<file path="config.mk">
export PLATFORM = sky130hd
export DESIGN_NAME = ops_panel_scan
export DESIGN_NICKNAME = d
export VERILOG_FILES = /design/src/ops_pkg.sv /design/src/ops_key_store.sv /design/src/ops_panel_scan.sv
export SDC_FILE = /design/constraint.sdc
export NUM_CORES = 1
export LEC_CHECK = 0
export ABC_AREA = 1
export BUFFER_PORTS_ARGS = -buffer_cell sky130_fd_sc_hd__buf_2
export CORE_UTILIZATION = 63
export CTS_BUF_LIST = sky130_fd_sc_hd__clkbuf_8 sky130_fd_sc_hd__clkbuf_16
export CTS_CLUSTER_DIAMETER = 60
export DETAILED_ROUTE_END_ITERATION = 8
export GPL_ROUTABILITY_DRIVEN = 0
export GPL_TIMING_DRIVEN = 0
export PLACE_DENSITY_LB_ADDON = 0.15
export SETUP_SLACK_MARGIN = 0.1
export SLEW_MARGIN = 15
export SYNTH_ARGS = -nofsm -noshare
export SYNTH_HDL_FRONTEND = slang
export SYNTH_SLANG_ARGS = --single-unit
</file>
<file path="constraint.sdc">
create_clock -name clock -period 2.9 [get_ports clock]
set_input_delay 0.145 -clock clock [delete_from_list [all_inputs] [get_ports clock]]
set_output_delay 0.145 -clock clock [all_outputs]
set_load 0.005 [all_outputs]
</file>
<file path="src/ops_pkg.sv">
`default_nettype none
package ops_pkg;
  // Panel geometry
  localparam int STROBE_LINES = 8; // Shared strobe and LED lines
  localparam int RETURN_LINES = 4; // Key return lines
  localparam int KEY_COUNT = STROBE_LINES * RETURN_LINES; // 32 keys

  // System clock
  localparam int CLK_PERIOD_NS = 8; // 125 MHz

  // Least settle time of a strobe line before its returns are sampled
  localparam int STROBE_SETTLE_NS = 1000;
  localparam int STROBE_SETTLE_CYC =
    (STROBE_SETTLE_NS + CLK_PERIOD_NS - 1) / CLK_PERIOD_NS;

  // Least blanking time after the LEDs are gated off
  localparam int GATE_BLANK_NS = 200;
  localparam int GATE_BLANK_CYC =
    (GATE_BLANK_NS + CLK_PERIOD_NS - 1) / CLK_PERIOD_NS;

  // Least width of an LCD select pulse
  localparam int LCD_PULSE_NS = 240;
  localparam int LCD_PULSE_CYC =
    (LCD_PULSE_NS + CLK_PERIOD_NS - 1) / CLK_PERIOD_NS;

  // LED display time between two scans (above 4096 cycles)
  localparam int LED_PHASE_US = 1000;
  localparam int LED_PHASE_CYC = LED_PHASE_US * 1000 / CLK_PERIOD_NS;

  // Reset values of the panel outputs
  localparam logic [7:0] PANEL_BUS_RST = 8'h00;
  localparam logic LED_GATE_RST = 1'b0;
  localparam logic LCD_SELECT_RST = 1'b0;

  // Sequencer states, Gray along the scan path
  typedef enum logic [2:0] {
    OPS_LED    = 3'h0,
    OPS_BLANK  = 3'h1,
    OPS_STROBE = 3'h3,
    OPS_SAMPLE = 3'h2,
    OPS_LCD    = 3'h6
  } ops_state_t;

  // Pins toward the panel
  typedef struct packed {
    logic [7:0] panelOutBus; // Strobe, LED or LCD data
    logic ledGate;           // High lets the LEDs light
    logic lcdSelect;         // High qualifies bus data to the LCD
  } ops_panel_out_t;

  // LCD transfer request from the controller
  typedef struct packed {
    logic valid;     // Request a transfer
    logic [7:0] data; // Byte for the display module
  } ops_lcd_req_t;
endpackage : ops_pkg
`default_nettype wire

</file>
<file path="src/ops_key_store.sv">
`default_nettype none
// Key row memory with registered read
module ops_key_store #(
  parameter int WORDS = 8,
  parameter int WIDTH = 4
) (
  // Clock and reset
  input wire logic clock,
  input wire logic rst,
  // Write port
  input wire logic writeEn,
  input wire logic [$clog2(WORDS)-1:0] writeAddr,
  input wire logic [WIDTH-1:0] writeData,
  // Read port
  input wire logic [$clog2(WORDS)-1:0] readAddr,
  output logic [WIDTH-1:0] readData_q
);
  // Row storage, cleared by reset so no phantom keys show
  logic [WIDTH-1:0] mem_q [WORDS];

  // Refuse shapes the address logic cannot serve
  if (WORDS < 2 || WIDTH < 1) begin : g_bad
    $error("ops_key_store: bad WORDS or WIDTH");
  end

  // Writes
  always_ff @(posedge clock) begin
    if (rst) begin
      for (int i = 0; i < WORDS; i++) mem_q[i] <= '0;
    end else if (writeEn) begin
      mem_q[writeAddr] <= writeData;
    end
  end

  // Registered read
  always_ff @(posedge clock) begin
    if (rst) readData_q <= '0;
    else readData_q <= mem_q[readAddr];
  end
endmodule : ops_key_store
`default_nettype wire

</file>
<file path="src/ops_panel_scan.sv">
`default_nettype none
module ops_panel_scan #(
  parameter int LED_CYCLES = ops_pkg::LED_PHASE_CYC
) (
  // Clock and reset
  input wire logic clock,
  input wire logic rst,
  // Controller side
  input wire logic scanEnable,
  input wire logic [7:0] ledPattern,
  input wire ops_pkg::ops_lcd_req_t lcdReq,
  output logic lcdReady,
  input wire logic [2:0] keyRowAddr,
  output logic [3:0] keyRowData,
  output logic keyAny,
  output logic scanDone,
  // Panel side
  input wire logic [3:0] panelInBus,
  output var ops_pkg::ops_panel_out_t panelOut
);
  import ops_pkg::*;

  // Longest phase the timer must hold; a short LED phase must not
  // shrink the counter below the strobe settle time
  localparam int MAX_PHASE = (LED_CYCLES > STROBE_SETTLE_CYC) ?
    LED_CYCLES : STROBE_SETTLE_CYC;
  // Down counter wide enough for every phase
  localparam int CW = $clog2(MAX_PHASE + 1) + 1;

  // Refuse a zero phase or one the counter cannot hold
  if (LED_CYCLES < 1 || STROBE_SETTLE_CYC < 1 || GATE_BLANK_CYC < 1
      || LCD_PULSE_CYC < 1 || GATE_BLANK_CYC > MAX_PHASE
      || LCD_PULSE_CYC > MAX_PHASE) begin : g_bad
    $error("ops_panel_scan: phase lengths the timer cannot serve");
  end

  ops_state_t state_q, state_d; // Sequencer
  logic [CW-1:0] cnt_q, cnt_d;  // Phase timer
  logic [2:0] line_q, line_d;   // Strobe line in use
  logic [7:0] lcdData_q;        // Latched LCD byte
  logic [STROBE_LINES-1:0] rowHit_q; // Lines with a pressed key
  logic doneP_q;                // Frame complete pulse
  ops_panel_out_t out_d;        // Next pin values

  // Decode helpers
  wire cntZero = (cnt_q == '0);
  wire lastLine = (line_q == 3'(STROBE_LINES - 1));
  wire inLed = (state_q == OPS_LED);
  wire takeLcd = inLed && lcdReq.valid;
  wire startScan = inLed && cntZero && scanEnable && !lcdReq.valid;
  wire rowWrite = (state_q == OPS_SAMPLE);

  // One-hot strobe for a line
  function automatic logic [7:0] strobe_of(input logic [2:0] ln);
    strobe_of = 8'h01 << ln;
  endfunction : strobe_of

  // LCD requests are taken only from the LED phase
  assign lcdReady = inLed;

  // Next state and timer
  always_comb begin
    state_d = state_q;
    cnt_d = cntZero ? cnt_q : cnt_q - CW'(1);
    line_d = line_q;
    case (state_q)
      OPS_LED: begin
        if (takeLcd) begin // LCD wins over a scan start
          state_d = OPS_LCD;
          cnt_d = CW'(LCD_PULSE_CYC - 1);
        end else if (startScan) begin // Gate LEDs off first
          state_d = OPS_BLANK;
          cnt_d = CW'(GATE_BLANK_CYC - 1);
          line_d = 3'h0;
        end
      end
      OPS_BLANK: begin
        if (cntZero) begin // First strobe after blanking
          state_d = OPS_STROBE;
          cnt_d = CW'(STROBE_SETTLE_CYC - 1);
        end
      end
      OPS_STROBE: begin
        if (cntZero) state_d = OPS_SAMPLE; // Held long enough
      end
      OPS_SAMPLE: begin
        if (lastLine) begin // Frame over, back to LEDs
          state_d = OPS_LED;
          cnt_d = CW'(LED_CYCLES - 1);
        end else begin // Next line only after recording
          state_d = OPS_STROBE;
          line_d = line_q + 3'h1;
          cnt_d = CW'(STROBE_SETTLE_CYC - 1);
        end
      end
      OPS_LCD: begin
        if (cntZero) begin // Return without skipping the LED time
          state_d = OPS_LED;
          cnt_d = CW'(LED_CYCLES - 1);
        end
      end
      default: begin
        state_d = OPS_LED;
        cnt_d = '0;
      end
    endcase
  end

  // Pin values follow the next state, so pins change with the state
  always_comb begin
    out_d.lcdSelect = 1'b0;
    out_d.ledGate = 1'b0;
    out_d.panelOutBus = 8'h00;
    case (state_d)
      OPS_LED: begin // Shared lines show the LEDs
        out_d.ledGate = 1'b1;
        out_d.panelOutBus = ledPattern;
      end
      OPS_STROBE, OPS_SAMPLE: begin // One line at a time
        out_d.panelOutBus = strobe_of(line_d);
      end
      OPS_LCD: begin // Bus carries the byte under select
        out_d.lcdSelect = 1'b1;
        out_d.panelOutBus = takeLcd ? lcdReq.data : lcdData_q;
      end
      default: begin // Blanking keeps all lines low
        out_d.panelOutBus = 8'h00;
      end
    endcase
  end

  // Sequencer registers
  always_ff @(posedge clock) begin
    if (rst) begin
      state_q <= OPS_LED;
      cnt_q <= '0;
      line_q <= 3'h0;
    end else begin
      state_q <= state_d;
      cnt_q <= cnt_d;
      line_q <= line_d;
    end
  end

  // Pin registers; gate starts low so nothing glows out of reset
  always_ff @(posedge clock) begin
    if (rst) begin
      panelOut.panelOutBus <= PANEL_BUS_RST;
      panelOut.ledGate <= LED_GATE_RST;
      panelOut.lcdSelect <= LCD_SELECT_RST;
    end else begin
      panelOut <= out_d;
    end
  end

  // LCD byte latched when taken
  always_ff @(posedge clock) begin
    if (rst) lcdData_q <= 8'h00;
    else if (takeLcd) lcdData_q <= lcdReq.data;
  end

  // Summary of pressed lines, updated each sample
  always_ff @(posedge clock) begin
    if (rst) rowHit_q <= '0;
    else if (rowWrite) rowHit_q[line_q] <= |panelInBus;
  end
  assign keyAny = |rowHit_q;

  // Frame complete pulse
  always_ff @(posedge clock) begin
    if (rst) doneP_q <= 1'b0;
    else doneP_q <= rowWrite && lastLine;
  end
  assign scanDone = doneP_q;

  // Each row of four returns is one word: 8 x 4 = 32 keys
  ops_key_store #(
    .WORDS(STROBE_LINES),
    .WIDTH(RETURN_LINES)
  ) u_keys (
    .clock(clock),
    .rst(rst),
    .writeEn(rowWrite),
    .writeAddr(line_q),
    .writeData(panelInBus),
    .readAddr(keyRowAddr),
    .readData_q(keyRowData)
  );
endmodule : ops_panel_scan
`default_nettype wire

</file>
==> flow_summary.toml <==
[run_status]
outcome = "finished, violations left"
violations = "design-rule violations"

[setup_path]
endpoint = "cnt_q[0]$_SDFF_PP0_"
path_class = "flop to flop"
cp.arrival_ns = 2.38
end_kind = "flop"
crit_path_max_fanout = 11
r2r-start = "cnt_q[0]$_SDFF_PP0_"
r2r_cells = 11
cp-start-kind = "flop"
cp.required_ns = 3.16
r2r_slack_ns = 0.78
startpoint = "cnt_q[0]$_SDFF_PP0_"
reg2reg_to = "cnt_q[0]$_SDFF_PP0_"

[synthesis]
syn_inst = 518
synth-seq-cells = 87
syn_nets = 549
yosysTopAreaCell = "dfxtp_1"
syn_area_mm2 = 0.004262
avgSynthCellArea_um2 = 8.227
synth_edf_count = 32
synth-main-ff-cell = "dfxtp_1"
async_flop_share = 0
ys_warn_count = 0
yosys-top-cells-area = "dfxtp_1, edfxtp_1, nor2_1, nand2_1, nand3_1"
ys_seq_area_frac = 0.4839
synth_top_area_frac = 0.2584
synth.distinct_cells = 40

[pwr]
leakage_nw = 2.196
pwr-share-seq = 0.328
internal_power_mw = 2.744
power_frac_clock = 0.151
p_per_area_mw_per_mm2 = 1068
pwr-share-comb = 0.521
peakVddDrop_mv = 0.6446
switching_share = 0.4572
switching_power_mw = 2.312

[routing]
route.vias.total = 3687
dr.first_iter.drc_count = 355
drcViolationCount = 4
wl_um = 9456
wl_per_cell_um = 14.50
vias_per_cell = 5.655
first_pass_iters = 8
ant_nets = 0

[sta]
fmax_mhz = 471.7
hold_violations = 0
final.setup_skew_ns = 0.01291
hold_ws_ns = 0.03408
slew_headroom = 0.4123
min_period_ns = 2.120
maxSlewViolCount = 0
setup_viol = 0
tightest_slew_ns = 0.8735
tns_ns = 0
rsz0062_at_grt = "no"
period_share = 0.7311

[global_routing]
first_global_vias = 3421
grt_overflow = 0
grt_pass1_wl_um = 15810
grt_use_met3 = 0.05900
grt_max_degree = 16
antenna_found_initial = 0
use_met2 = 0.4598
busiest_layer = "met2"
met1_usage = 0.3769
grt_usage = 0.2879

[clock_tree]
ctsHtreeMaxLevel = 3
clockBufferDepth = 2
clock_latency_ns = 0.37
cts_buffers = 9
cts.sinks = 87
root_buffer = "clkbuf_8"
ctsHoldBuffers = 0
clkTransAtPathRegs_ns = 0.08
cts_resized = 0
postCtsSetupRepairBufs = 0
cts_tree = "done"

[floorplanning]
die_w_um = 84.25
die_h_um = 84.25
num_io_pins = 44
coreArea_mm2 = 0.006422
core.rowCount = 29
die_area_mm2 = 0.007097
start_util = 0.6635

[place]
dpl.hpwl_um = 6982
port_buffers = 41

[cells_and_area]
layout-drive-gt1-share = 0.1757
multi_input_area_mm2 = 0.001963
final_nets = 601
fill_cells = 505
ff_latch_area_mm2 = 0.002062
final_core_util = 0.7372
synthToLayoutAreaGrowth_pct = 11.10
diodes = 0

[worst_hold_path]
min-delay-path-class = "input port to flop"

[job]
maxCapViolations = 0
## cells in the final DEF (no fill, tap or decap), types with 5 or more instances in the layout
| cell | Yosys | final |
|---|---|---|
| clkbuf_8 | 0 | 9 |
| buf_2 | 1 | 42 |
| edfxtp_1 | 32 | 32 |
| dfxtp_1 | 55 | 55 |
| inv_2 | 6 | 6 |
| xor2_1 | 11 | 11 |
| nor2_1 | 122 | 122 |
| inv_1 | 43 | 44 |
| or2_2 | 6 | 6 |
| o21ai_0 | 36 | 36 |
| nor3_1 | 5 | 5 |
| nand3_1 | 37 | 37 |
| nand2_1 | 66 | 66 |
| nand2_2 | 8 | 8 |
| nor2_2 | 10 | 10 |
| nand4_1 | 9 | 9 |
| a21oi_1 | 11 | 11 |
| clkbuf_1 | 6 | 6 |
| mux2i_1 | 8 | 8 |
## stage by stage
stage	power, mW	std cells	worst slack [ns]	instance area [um2]
6_report	5.056	652	0.7799	4735
5_1_grt	5.444	652	0.6634	4735
4_1_cts	5.043	652	0.7946	4735
3_5_place_dp	4.280	636	0.8096	4563
3_3_place_gp	4.210	636	0.8544	4563
2_1_floorplan	3.717	518	1.083	4262
## cell families after synthesis
family,share of synthesized area
AND/OR/NAND/NOR,0.3197
AO/OA/AOI/OAI,0.07956
multiplexers,0.01879
adder cells (fa/ha/maj),0.01174
XOR/XNOR,0.03083
buffers and inverters,0.05549
flip-flops,0.4839
## layer usage
metal / up-vias / part of all wire / routed length [um]
li1: 1811 / - / -
met1: 1704 / 0.45 / 4231
met2: 147 / 0.47 / 4414
met3: 25 / 0.058 / 549
met4: 0 / 0.028 / 261
met5: - / 0 / 0
## Yosys cell counts, types with 2 or more instances
cell type  instances
inv_2              6
a31oi_1            4
nor2_8             4
xor2_1            11
dfxtp_1           55
nand2_4            4
nand2_2            8
nand3b_1           2
nand4_1            9
nand3_1           37
inv_1             43
o21ai_0           36
edfxtp_1          32
nor2_4             2
buf_1              2
or2_1              2
xnor2_1            4
nand2_1           66
nor3_1             5
nor2_1           122
or2_2              6
ha_1               4
a21oi_1           11
o22ai_1            4
mux2i_1            8
clkbuf_1           6
nor4_1             3
nor2_2            10
## how the worst min path moves through the flow
stage,from,to,cells after the start
finish,lcdReq[4],lcdData_q[4]$_SDFF_PP0_,3
global route,lcdReq[2],lcdData_q[2]$_SDFF_PP0_,3
CTS,lcdReq[4],lcdData_q[4]$_SDFF_PP0_,3
detailed placement,lcdReq[4],lcdData_q[4]$_SDFF_PP0_,3
global placement,lcdReq[6],lcdData_q[6]$_SDFF_PP0_,3
floorplan,lcdReq[2],lcdData_q[2]$_SDFF_PP0_,2
## worst max-delay path, cell delays in order (launching register included)
cell	delay (ns)
dfxtp_1	0.36
inv_1	0.11
ha_1	0.29
nand2_4	0.11
nor2_8	0.18
nand3_4	0.15
buf_2	0.25
ha_1	0.20
nand2_1	0.06
o2111ai_1	0.08
o21ai_0	0.18
inv_1	0.05
## area by class of cell
type / count / area share
flip-flops and latches: 87 / 0.4355
well taps: 77 / 0.02035
multi-input cells: 371 / 0.4146
clock buffers: 9 / 0.02616
clock inverters: 7 / 0.01004
plain buffers: 10 / 0.009778
inverters: 50 / 0.04017
repair buffers: 41 / 0.04334
## power by group through the flow
stage                     clock [mW]  sequential, mW  combinational (mW)
final                          0.762            1.66                2.63
after global routing           0.820            1.68                2.94
after CTS                      0.770            1.66                2.62
after detailed placement           0            1.68                2.60
after global placement             0            1.67                2.54
after floorplan                    0            1.66                2.06
## sequential cells by signal, indices dropped and copies added (netlist names), 3 cells and up
name and cells:
cnt_q 18, u_keys.readData_q 4, lcdData_q 8, state_q 3, u_keys.mem_q 32, panelOut 10
line_q 3, rowHit_q 8
Power figures use the tool's default switching activity.
